===== src/reset_init_map.svh =====
/*
  Register offsets, field positions, reset values and vectors of the
  reset and wake-up initialiser. Assumes byte addresses on a 32-bit
  AXI4-Lite bus, one register per aligned word.
*/
`ifndef RESET_INIT_MAP_SVH
`define RESET_INIT_MAP_SVH

// ****************************************
// register offsets
// ****************************************
`define OFS_PC 8'h00
`define OFS_TOS_U 8'h04
`define OFS_TOS_H 8'h08
`define OFS_TOS_L 8'h0c
`define OFS_STK_PTR 8'h10
`define OFS_INTCON0 8'h14
`define OFS_INTCON1 8'h18
`define OFS_INTCON2 8'h1c
`define OFS_PIR1 8'h20
`define OFS_PIR2 8'h24
`define OFS_PIR3 8'h28
`define OFS_PA_IN 8'h2c
`define OFS_PA_LAT 8'h30
`define OFS_PA_DIR 8'h34
`define OFS_CAUSE 8'h38
`define OFS_IRQ_STS 8'h3c
`define OFS_IRQ_MASK 8'h40
`define OFS_CONFIG 8'h44
`define OFS_STK_PEEK 8'h48

// ****************************************
// field positions
// ****************************************
`define BIT_HIGH_EN 7
`define BIT_LOW_EN 6
`define BIT_STK_FULL 7
`define BIT_STK_UNF 6
`define BIT_OSC_FREE 0
`define BIT_CAUSE_OSC 7

// ****************************************
// reset values and implemented-bit masks
// ****************************************
`define RST_INTCON0 8'h00
`define RST_INTCON1 8'hff
`define RST_INTCON2 8'hc0
`define RST_PA_DIR 8'hff
`define RST_ZERO8 8'h00
`define IMPL_TOS_U 8'h1f
`define IMPL_PIR1 8'hff
`define IMPL_PIR2 8'h3f
`define IMPL_PIR3 8'h07
`define IMPL_PA_LOW 8'h3f

// ****************************************
// program counter targets and bus answers
// ****************************************
`define VEC_HIGH 21'h00_0008
`define VEC_LOW 21'h00_0018
`define PC_STEP 21'h00_0002
`define RESP_OKAY 2'h0
`define RESP_SLVERR 2'h2

`endif


===== src/reset_init_pkg.sv =====
/*
  Types shared by the reset and wake-up initialiser.
  Assumes nothing of its surroundings.
*/
package reset_init_pkg;

  // which set of initial values applies in a cycle
  typedef enum logic [1:0] {
    CLASS_NONE,
    CLASS_POWER,
    CLASS_WARM,
    CLASS_WAKE
  } reset_class_type;

endpackage


===== src/stack_mem.sv =====
/*
  Hardware return stack storage: one write port, one read port whose
  data come out of a register. Assumes one clock, no reset on the cells.
*/
`timescale 1ns/1ps

module stack_mem #(
  parameter int DEPTH = 31,
  parameter int AW = 5,
  parameter int DW = 21
) (
  input wire logic aclk,
  input wire logic we,
  input wire logic [AW-1:0] waddr,
  input wire logic [DW-1:0] wdata,
  input wire logic [AW-1:0] raddr,
  output logic [DW-1:0] rdata
);

  typedef struct packed {
    logic [DEPTH:0][DW-1:0] cells;
    logic [DW-1:0] rd;
  } mem_state_type;

  mem_state_type m_q;
  mem_state_type m_d;

  always_comb
  begin
    m_d = m_q;
    if (we)
    begin
      m_d.cells[waddr] = wdata;
    end
    m_d.rd = m_q.cells[raddr];
  end

  always_ff @(posedge aclk)
  begin
    m_q <= m_d;
  end

  assign rdata = m_q.rd;

endmodule // stack_mem


===== src/reset_init.sv =====
/*
  Reset and wake-up initialiser of the core registers, with an AXI4-Lite
  register port, event interrupt and port A bits 7:6 gating.
  Assumes reset and wake events are one-cycle pulses synchronous to aclk.
*/
// Functional notes
// - interrupt wake with global enable loads vector
// - enabled interrupt wake pushes pc, bumps stack pointer, or at STACK_DEPTH sets full and holds it
// - port A bits 7:6 live only when freed
// - wake keeps causing flags, others unchanged
// - unimplemented bits always read zero
// - warm resets share one initial value set
// - condition bits follow the actual event
`timescale 1ns/1ps
`include "reset_init_map.svh"

module reset_init #(
  parameter int STACK_DEPTH = 31
) (
  input wire logic aclk,
  input wire logic aresetn,
  input wire logic evt_por_bor,
  input wire logic evt_master_clear,
  input wire logic evt_wdt_reset,
  input wire logic evt_reset_instr,
  input wire logic evt_stack_reset,
  input wire logic evt_wake_wdt,
  input wire logic evt_wake_int,
  input wire logic [7:0] wake_intcon_flags,
  input wire logic [23:0] wake_pir_flags,
  input wire logic osc_stable,
  input wire logic [7:0] port_a_pins,
  output logic [7:0] port_a_out,
  output logic [7:0] port_a_oe,
  output logic irq,
  input wire logic [7:0] s_axi_awaddr,
  input wire logic s_axi_awvalid,
  output logic s_axi_awready,
  input wire logic [31:0] s_axi_wdata,
  input wire logic [3:0] s_axi_wstrb,
  input wire logic s_axi_wvalid,
  output logic s_axi_wready,
  output logic [1:0] s_axi_bresp,
  output logic s_axi_bvalid,
  input wire logic s_axi_bready,
  input wire logic [7:0] s_axi_araddr,
  input wire logic s_axi_arvalid,
  output logic s_axi_arready,
  output logic [31:0] s_axi_rdata,
  output logic [1:0] s_axi_rresp,
  output logic s_axi_rvalid,
  input wire logic s_axi_rready
);
  import reset_init_pkg::*;

  typedef struct packed {
    logic aw_held;
    logic [7:0] aw_addr;
    logic w_held;
    logic [31:0] w_data;
    logic [3:0] w_strb;
    logic bvalid;
    logic [1:0] bresp;
    logic rd_pend;
    logic [7:0] ar_addr;
    logic rvalid;
    logic [1:0] rresp;
    logic [31:0] rdata;
    logic [20:0] pc;
    logic [20:0] tos;
    logic stk_full;
    logic stk_unf;
    logic [4:0] stk_ptr;
    logic [2:0][7:0] intcon;
    logic [2:0][7:0] pir;
    logic [7:0] pa_lat;
    logic [7:0] pa_dir;
    logic osc_free;
    logic [7:0] cause;
    logic [5:0] irq_sts;
    logic [5:0] irq_mask;
  } state_type;

  localparam logic [23:0] PIR_IMPL = {`IMPL_PIR3, `IMPL_PIR2, `IMPL_PIR1};

  state_type s_q;
  state_type s_d;
  reset_class_type cls;
  logic warm_evt;
  logic wake_evt;
  logic gie_any;
  logic push;
  logic [7:0] pa_en;
  logic [20:0] peek;
  logic [31:0] rd_mux;
  logic rd_hit;
  logic wr_hit;
  logic [31:0] wmask;
  logic [31:0] wval;
  logic [5:0] irq_set;

  // ****************************************
  // event classification
  // ****************************************
  assign warm_evt = evt_master_clear | evt_wdt_reset | evt_reset_instr | evt_stack_reset;
  assign wake_evt = evt_wake_wdt | evt_wake_int;
  assign gie_any = s_q.intcon[0][`BIT_HIGH_EN] | s_q.intcon[0][`BIT_LOW_EN];
  assign cls = evt_por_bor ? CLASS_POWER : (warm_evt ? CLASS_WARM : (wake_evt ? CLASS_WAKE : CLASS_NONE));

  assign push = (cls == CLASS_WAKE) && evt_wake_int && gie_any;
  assign irq_set = {wake_evt, evt_stack_reset, evt_reset_instr, evt_wdt_reset, evt_master_clear, evt_por_bor};

  stack_mem #(.DEPTH(STACK_DEPTH), .AW(5), .DW(21)) u_stack (
    .aclk(aclk),
    .we(push && !s_q.stk_full),
    .waddr(s_q.stk_ptr + 5'd1),
    .wdata(s_q.pc),
    .raddr(s_q.stk_ptr),
    .rdata(peek)
  );

  // ****************************************
  // register read decode
  // ****************************************
  assign pa_en = s_q.osc_free ? 8'hff : `IMPL_PA_LOW;

  always_comb
  begin
    rd_mux = 32'h0000_0000;
    rd_hit = 1'b1;
    unique case (s_q.ar_addr)
      `OFS_PC: rd_mux = {11'h000, s_q.pc};
      `OFS_TOS_U: rd_mux = {24'h00_0000, 3'h0, s_q.tos[20:16]};
      `OFS_TOS_H: rd_mux = {24'h00_0000, s_q.tos[15:8]};
      `OFS_TOS_L: rd_mux = {24'h00_0000, s_q.tos[7:0]};
      `OFS_STK_PTR: rd_mux = {24'h00_0000, s_q.stk_full, s_q.stk_unf, 1'b0, s_q.stk_ptr};
      `OFS_INTCON0: rd_mux = {24'h00_0000, s_q.intcon[0]};
      `OFS_INTCON1: rd_mux = {24'h00_0000, s_q.intcon[1]};
      `OFS_INTCON2: rd_mux = {24'h00_0000, s_q.intcon[2]};
      `OFS_PIR1: rd_mux = {24'h00_0000, s_q.pir[0] & `IMPL_PIR1};
      `OFS_PIR2: rd_mux = {24'h00_0000, s_q.pir[1] & `IMPL_PIR2};
      `OFS_PIR3: rd_mux = {24'h00_0000, s_q.pir[2] & `IMPL_PIR3};
      `OFS_PA_IN: rd_mux = {24'h00_0000, port_a_pins & pa_en};
      `OFS_PA_LAT: rd_mux = {24'h00_0000, s_q.pa_lat & pa_en};
      `OFS_PA_DIR: rd_mux = {24'h00_0000, s_q.pa_dir & pa_en};
      `OFS_CAUSE: rd_mux = {24'h00_0000, s_q.cause};
      `OFS_IRQ_STS: rd_mux = {26'h000_0000, s_q.irq_sts};
      `OFS_IRQ_MASK: rd_mux = {26'h000_0000, s_q.irq_mask};
      `OFS_CONFIG: rd_mux = {31'h0000_0000, s_q.osc_free};
      `OFS_STK_PEEK: rd_mux = {11'h000, peek};
      default: rd_hit = 1'b0;
    endcase
  end

  // ****************************************
  // write data and decode
  // ****************************************
  assign wmask = {{8{s_q.w_strb[3]}}, {8{s_q.w_strb[2]}}, {8{s_q.w_strb[1]}}, {8{s_q.w_strb[0]}}};
  assign wval = s_q.w_data;
  // map is dense: every aligned word up to the last register
  assign wr_hit = (s_q.aw_addr[1:0] == 2'b00) && (s_q.aw_addr <= `OFS_STK_PEEK);

  // ****************************************
  // next state
  // ****************************************
  always_comb
  begin
    s_d = s_q;
    if (s_axi_awvalid && !s_q.aw_held)
    begin
      s_d.aw_held = 1'b1;
      s_d.aw_addr = s_axi_awaddr;
    end
    if (s_axi_wvalid && !s_q.w_held)
    begin
      s_d.w_held = 1'b1;
      s_d.w_data = s_axi_wdata;
      s_d.w_strb = s_axi_wstrb;
    end
    if (s_q.bvalid && s_axi_bready)
      s_d.bvalid = 1'b0;
    if (s_q.aw_held && s_q.w_held && !s_q.bvalid)
    begin
      s_d.aw_held = 1'b0;
      s_d.w_held = 1'b0;
      s_d.bvalid = 1'b1;
      s_d.bresp = wr_hit ? `RESP_OKAY : `RESP_SLVERR;
      if (s_q.w_strb[0])
      begin
        unique case (s_q.aw_addr)
          `OFS_TOS_U: s_d.tos[20:16] = wval[4:0];
          `OFS_TOS_H: s_d.tos[15:8] = wval[7:0];
          `OFS_TOS_L: s_d.tos[7:0] = wval[7:0];
          `OFS_STK_PTR: {s_d.stk_full, s_d.stk_unf, s_d.stk_ptr} = {wval[7:6], wval[4:0]};
          `OFS_INTCON0: s_d.intcon[0] = wval[7:0];
          `OFS_INTCON1: s_d.intcon[1] = wval[7:0];
          `OFS_INTCON2: s_d.intcon[2] = wval[7:0];
          `OFS_PIR1: s_d.pir[0] = wval[7:0] & `IMPL_PIR1;
          `OFS_PIR2: s_d.pir[1] = wval[7:0] & `IMPL_PIR2;
          `OFS_PIR3: s_d.pir[2] = wval[7:0] & `IMPL_PIR3;
          `OFS_PA_LAT: s_d.pa_lat = wval[7:0];
          `OFS_PA_DIR: s_d.pa_dir = wval[7:0];
          `OFS_IRQ_STS: s_d.irq_sts = s_q.irq_sts & ~wval[5:0];
          `OFS_IRQ_MASK: s_d.irq_mask = wval[5:0];
          `OFS_CONFIG: s_d.osc_free = wval[`BIT_OSC_FREE];
          default: s_d.osc_free = s_q.osc_free;
        endcase
      end
      if (s_q.aw_addr == `OFS_PC)
        s_d.pc = (s_q.pc & ~wmask[20:0]) | (wval[20:0] & wmask[20:0]);
    end
    if (s_q.rvalid && s_axi_rready)
      s_d.rvalid = 1'b0;
    if (s_axi_arvalid && !s_q.rd_pend && !s_q.rvalid)
    begin
      s_d.rd_pend = 1'b1;
      s_d.ar_addr = s_axi_araddr;
    end
    if (s_q.rd_pend)
    begin
      s_d.rd_pend = 1'b0;
      s_d.rvalid = 1'b1;
      s_d.rdata = rd_mux;
      s_d.rresp = rd_hit ? `RESP_OKAY : `RESP_SLVERR;
    end
    // reset and wake events override software writes
    unique case (cls)
      CLASS_POWER:
      begin
        s_d.pc = 21'h00_0000;
        s_d.tos = 21'h00_0000;
        s_d.stk_ptr = 5'h00;
        s_d.intcon[0][7:1] = 7'(`RST_INTCON0 >> 1);
        s_d.intcon[1] = `RST_INTCON1;
        s_d.intcon[2] = `RST_INTCON2;
        s_d.pir = {3{`RST_ZERO8}};
        s_d.pa_dir = `RST_PA_DIR;
        s_d.cause = {osc_stable, 7'h01};
      end
      CLASS_WARM:
      begin
        s_d.pc = 21'h00_0000;
        s_d.tos = 21'h00_0000;
        s_d.stk_ptr = 5'h00;
        s_d.stk_full = 1'b0;
        s_d.stk_unf = 1'b0;
        s_d.intcon[0][7:1] = 7'(`RST_INTCON0 >> 1);
        s_d.intcon[1] = `RST_INTCON1;
        s_d.intcon[2] = `RST_INTCON2;
        s_d.pir = {3{`RST_ZERO8}};
        s_d.pa_dir = `RST_PA_DIR;
        s_d.cause = {osc_stable, 2'b00, evt_stack_reset, evt_reset_instr, evt_wdt_reset, evt_master_clear, 1'b0};
      end
      CLASS_WAKE:
      begin
        s_d.cause = {osc_stable, evt_wake_int, evt_wake_wdt, 5'h00};
        if (push)
        begin
          s_d.pc = s_q.intcon[0][`BIT_HIGH_EN] ? `VEC_HIGH : `VEC_LOW;
          s_d.tos = s_q.pc;
          if (s_q.stk_ptr == 5'(STACK_DEPTH))
            s_d.stk_full = 1'b1;
          else
            s_d.stk_ptr = s_q.stk_ptr + 5'd1;
        end
        else
          s_d.pc = s_q.pc + `PC_STEP;
        if (evt_wake_int)
        begin
          s_d.intcon[0] = s_q.intcon[0] | wake_intcon_flags;
          s_d.pir = s_q.pir | (wake_pir_flags & PIR_IMPL);
        end
      end
      CLASS_NONE: s_d.cause = s_q.cause;
    endcase
    s_d.irq_sts = s_d.irq_sts | irq_set;
  end

  always_ff @(posedge aclk)
  begin
    if (!aresetn)
    begin
      s_q <= '0;
      s_q.intcon[1] <= `RST_INTCON1;
      s_q.intcon[2] <= `RST_INTCON2;
      s_q.pa_dir <= `RST_PA_DIR;
    end
    else
      s_q <= s_d;
  end

  // ****************************************
  // outputs
  // ****************************************
  assign s_axi_awready = !s_q.aw_held;
  assign s_axi_wready = !s_q.w_held;
  assign s_axi_bvalid = s_q.bvalid;
  assign s_axi_bresp = s_q.bresp;
  assign s_axi_arready = !s_q.rd_pend && !s_q.rvalid;
  assign s_axi_rvalid = s_q.rvalid;
  assign s_axi_rdata = s_q.rdata;
  assign s_axi_rresp = s_q.rresp;
  assign port_a_out = s_q.pa_lat & pa_en;
  assign port_a_oe = ~s_q.pa_dir & pa_en;
  assign irq = |(s_q.irq_sts & s_q.irq_mask);
endmodule // reset_init


===== config.mk =====
export PLATFORM = sky130hd
export DESIGN_NAME = reset_init
export DESIGN_NICKNAME = d
export VERILOG_FILES = /design/src/reset_init_pkg.sv /design/src/stack_mem.sv /design/src/reset_init.sv
export VERILOG_INCLUDE_DIRS = /design/src
export SDC_FILE = /design/constraint.sdc
export NUM_CORES = 1
export LEC_CHECK = 0
export BUFFER_PORTS_ARGS = -buffer_cell sky130_fd_sc_hd__buf_2
export CORE_MARGIN = 4
export CORE_UTILIZATION = 50
export CTS_BUF_LIST = sky130_fd_sc_hd__clkbuf_2 sky130_fd_sc_hd__clkbuf_4 sky130_fd_sc_hd__clkbuf_8
export CTS_CLUSTER_SIZE = 16
export DETAILED_ROUTE_END_ITERATION = 10
export PLACE_DENSITY = 0.79
export SLEW_MARGIN = 10
export SYNTH_ARGS = -nofsm -noshare
export SYNTH_HDL_FRONTEND = slang
export SYNTH_SLANG_ARGS = --single-unit

===== constraint.sdc =====
create_clock -name aclk -period 3.51 [get_ports aclk]
set_clock_uncertainty 0.15 [all_clocks]
set_input_delay 0.702 -clock aclk [delete_from_list [all_inputs] [get_ports aclk]]
set_output_delay 0.702 -clock aclk [all_outputs]
set_load 0.02 [all_outputs]

==> reports/qor.yml <==
floorplan:
  floorplan.io_pins: 165
  die_h_um: 278
  die_area_sq_um: 77200
  initial_utilization_pct: 50.7
  fp.dieW_um: 278
  core_footprint_sq_um: 71900
  num_rows: 98
final_layout:
  flow.area_growth_from_synthesis_pct: 15.1
  filler_cell_count: 5237
  ff_latch_area_sq_um: 24500
  fin_nets: 2710
  multi_input_comb_area_sq_um: 11000
  final_layout_size_suffix_gt1_share_pct: 26.0
  num_antenna_cells: 0
  final_core_utilization_pct: 58.3
worst_setup_path:
  cpLargestDelayFamily: "simple AND/OR/NAND/NOR gates"
  cpMaxStageDelayCell: "sky130_fd_sc_hd__dlygate4sd3_1"
  arrival_ns: 3.41
  critical_path_buf_inv_count: 4
  worstPathCellList: "dlygate4sd3_1 > buf_2 > nor4_2 > nand2_1 > nor3_1 > buf_4 > nand2_1 > nor2_2 > buf_4"
  worstPathRequired_ns: 3.81
  slowest_delay_ns: 0.57
  crit_end_element: "register"
  cp-start-kind: "input pin"
  timing.critical_path.fanout_max: 16
  setup.worst_path.class: "input pin to register"
grt:
  grt_usage_pct: 25.1
  grt_pass1_wl_mm: 146
  globalRouteOverflowTotal: 0
  first_global_vias: 22956
  maximum_number_of_pins_on_one_net_before_global_route_repair: 86
  antenna_found_initial: 4
clock_tree:
  numClockSinks: 888
  postCtsHoldBufs: 51
  cells_resized_by_post_cts_repair: 0
  cts.htree.levels: 4
  worstSkewPairLatency_ns: 0.80
  worst_setup_hold_path_clk_slew_ns: 0.06
  numCtsBuffers: 140
  clock_tree.root_cell: "sky130_fd_sc_hd__clkbuf_8"
  post-cts-setup-buffer-count: 0
  clock_tree.buffer_depth: 3
  cts_tree: "yes"
synthesis:
  synth.ff_latch_count: 888
  synthesis.area_per_instance_sq_um: 15.5
  asyncSetResetFlopFracSynth_pct: 0
  leading_area_contributor_after_synthesis: "sky130_fd_sc_hd__edfxtp_1"
  ys.flop_type: "sky130_fd_sc_hd__edfxtp_1"
  synth_enable_flop_cells: 672
  post_synth_xor_area_fraction_pct: 0.120
  synth_top_family_by_area: "multiplexers"
  yosysUniqueCellTypes: 89
  synth_cells: 2345
  synth-warning-count: 0
  portion_of_synthesized_cell_area_occupied_by_the_leading_cell_type_pct: 55.4
  synth_compound_area_share_pct: 6.65
  main_area_contributors_after_synthesis: "sky130_fd_sc_hd__edfxtp_1 (55%), sky130_fd_sc_hd__dfxtp_1 (12%), sky130_fd_sc_hd__mux4_2 (11%)"
  synthMuxAreaShare_pct: 16.0
  synth-seq-area-share_pct: 67.3
  synthSimpleGateAreaFrac_pct: 6.90
  synth_adder_area_share_pct: 0.241
  synth_area_sq_um: 36400
outcome:
  run_status: "finished, final reports clean"
timing:
  worst_slew_margin_pct: 26.2
  setup_ws_ns: 0.394
  clock.fmax_mhz: 321
  hold_viol_final: 0
  rsz0062_at_grt: "false"
  fin_crit_ns: 3.12
  maxSlewViolCount: 0
  final.hold.worst_slack_ns: 0.0581
  tightest_slew_ns: 1.11
  timing.final.crit_share_pct: 88.8
  fin_setup_tns_ns: 0
  final-setup-viol-count: 0
power:
  peakVddDrop_mv: 0.290
  power.density_cell_area_nw_per_um2: 489
  leakage_nw: 14.6
route:
  number_of_remaining_drc_errors: 0
  drt-initial-drc-count: 3264
  detail_route.wirelength_mm: 98.0
  num_vias: 22928
  post_drt_wl_per_cell_um: 26.8
  detailedRoute.firstPassIterationCount: 6
  drt-vias-per-instance: 6.27
  final_ant_viol_nets: 0
placed_design:
  detailedPlacementHpwl_mm: 61.6
  globalplace.congestion: 0.932
  buffer_ports.inserted: 132
  preCtsSetupSlack_ns: 0.268
hold_path:
  min-delay-path-class: "input pin to register"
job:
  maxCapViolations: 0
## where the power goes
part	switching [mW]	total (mW)	leakage, nW	internal, mW
sequential	0.101	11.3	8.65	11.2
combinational	0.351	0.563	4.50	0.212
clock	4.00	8.63	1.46	4.64
total	4.45	20.5	14.6	16.0
## area by class of cell
class                           count  area share [%]
Timing Repair Buffer              294            5.62
Multi-Input combinational cell   1254            26.3
Clock inverter                     54           0.794
Sequential cell                   888            58.5
Inverter                           18           0.161
Clock buffer                      199            5.80
Tap cell                          950            2.84
## cells in the final DEF (no fill, tap or decap), types with 10 or more instances in the layout
cell type / synthesis / routed
sky130_fd_sc_hd__dlygate4sd3_1: 0 / 51
sky130_fd_sc_hd__a21oi_1: 70 / 70
sky130_fd_sc_hd__edfxtp_1: 672 / 672
sky130_fd_sc_hd__a22oi_1: 34 / 34
sky130_fd_sc_hd__a211oi_1: 15 / 15
sky130_fd_sc_hd__o22ai_1: 15 / 15
sky130_fd_sc_hd__conb_1: 1 / 13
sky130_fd_sc_hd__a31oi_1: 12 / 12
sky130_fd_sc_hd__nand2_1: 192 / 192
sky130_fd_sc_hd__clkbuf_8: 0 / 150
sky130_fd_sc_hd__clkinv_2: 0 / 12
sky130_fd_sc_hd__buf_4: 42 / 83
sky130_fd_sc_hd__mux2i_1: 188 / 188
sky130_fd_sc_hd__inv_1: 16 / 16
sky130_fd_sc_hd__o21ai_0: 46 / 46
sky130_fd_sc_hd__nand3_1: 44 / 44
sky130_fd_sc_hd__buf_12: 0 / 28
sky130_fd_sc_hd__a22o_1: 24 / 24
sky130_fd_sc_hd__nor2_2: 1 / 33
sky130_fd_sc_hd__o211ai_1: 10 / 10
sky130_fd_sc_hd__a221oi_1: 44 / 44
sky130_fd_sc_hd__nor2_1: 135 / 103
sky130_fd_sc_hd__clkbuf_4: 0 / 49
sky130_fd_sc_hd__clkinv_1: 1 / 31
sky130_fd_sc_hd__nor3_1: 39 / 39
sky130_fd_sc_hd__buf_2: 33 / 132
sky130_fd_sc_hd__dfxtp_1: 216 / 213
sky130_fd_sc_hd__mux4_2: 171 / 171
sky130_fd_sc_hd__nor2b_1: 17 / 17
## sequential cells by signal, indices dropped and copies added, names as in the netlist
name	cells
s_axi_bresp	1
s_axi_bvalid	1
s_axi_rdata	21
s_axi_rresp	1
s_axi_rvalid	1
s_q	149
u_stack.m_q	672
u_stack.rdata	21
wval	21
## cells in the mapped netlist, types with 17 or more instances
master                     instances
sky130_fd_sc_hd__a221oi_1         44
sky130_fd_sc_hd__buf_4            42
sky130_fd_sc_hd__dfxtp_1         216
sky130_fd_sc_hd__a21oi_1          70
sky130_fd_sc_hd__a22o_1           24
sky130_fd_sc_hd__nand3_1          44
sky130_fd_sc_hd__a22oi_1          34
sky130_fd_sc_hd__buf_2            33
sky130_fd_sc_hd__nor3_1           39
sky130_fd_sc_hd__nand2_1         192
sky130_fd_sc_hd__o21ai_0          46
sky130_fd_sc_hd__edfxtp_1        672
sky130_fd_sc_hd__clkbuf_1         98
sky130_fd_sc_hd__nor2_1          135
sky130_fd_sc_hd__mux2i_1         188
sky130_fd_sc_hd__nor2b_1          17
sky130_fd_sc_hd__buf_1            22
sky130_fd_sc_hd__mux4_2          171
## worst reg2reg max path, delay by kind of cell, from the launching register on
kind	cells	cell delay, ns
simple gates	4	0.77
fa+ha+maj	2	0.71
flops	1	0.62
buf+inv	1	0.32
## per-stage QoR
| stage | cell area (sq um) | std cells | total power, mW |
|---|---|---|---|
| floorplan | 36500 | 2357 | 11.8 |
| global placement | 38600 | 3353 | 12.0 |
| detailed placement | 38600 | 3353 | 12.0 |
| CTS | 41900 | 3657 | 20.6 |
| global route | 41900 | 3657 | 21.2 |
| finish | 41900 | 3657 | 20.5 |
## cell families (layout without fill, tap and decap cells)
| logic type | after synthesis | count (layout) |
|---|---|---|
| and+or+nand+nor | 520 | 520 |
| other | 1 | 13 |
| xor gates and xnor gates | 5 | 5 |
| buffers and inverters | 215 | 565 |
| muxes | 367 | 367 |
| DFF | 888 | 888 |
| AOI/OAI and AO/OA | 342 | 342 |
| adders and majority gates | 7 | 7 |
## layer usage
metal	GRT usage [%]	up-vias	wire, um
met5	0	-	13
met1	33.4	11523	37300
met4	10.5	2	4310
met2	40.2	1389	46700
li1	-	9723	-
met3	5.97	291	9720
## final timing paths
check,start,to,slack [ns],cells past startpoint
max,evt_master_clear,u_stack.m_q[256],0.39,9
min,s_axi_rready,s_axi_rvalid,0.06,3
max reg2reg,s_q[86],u_stack.m_q[100],0.59,7
min reg2reg,wval[11],wval[11],0.31,2
Note: power is estimated with default switching activity, not from simulation.
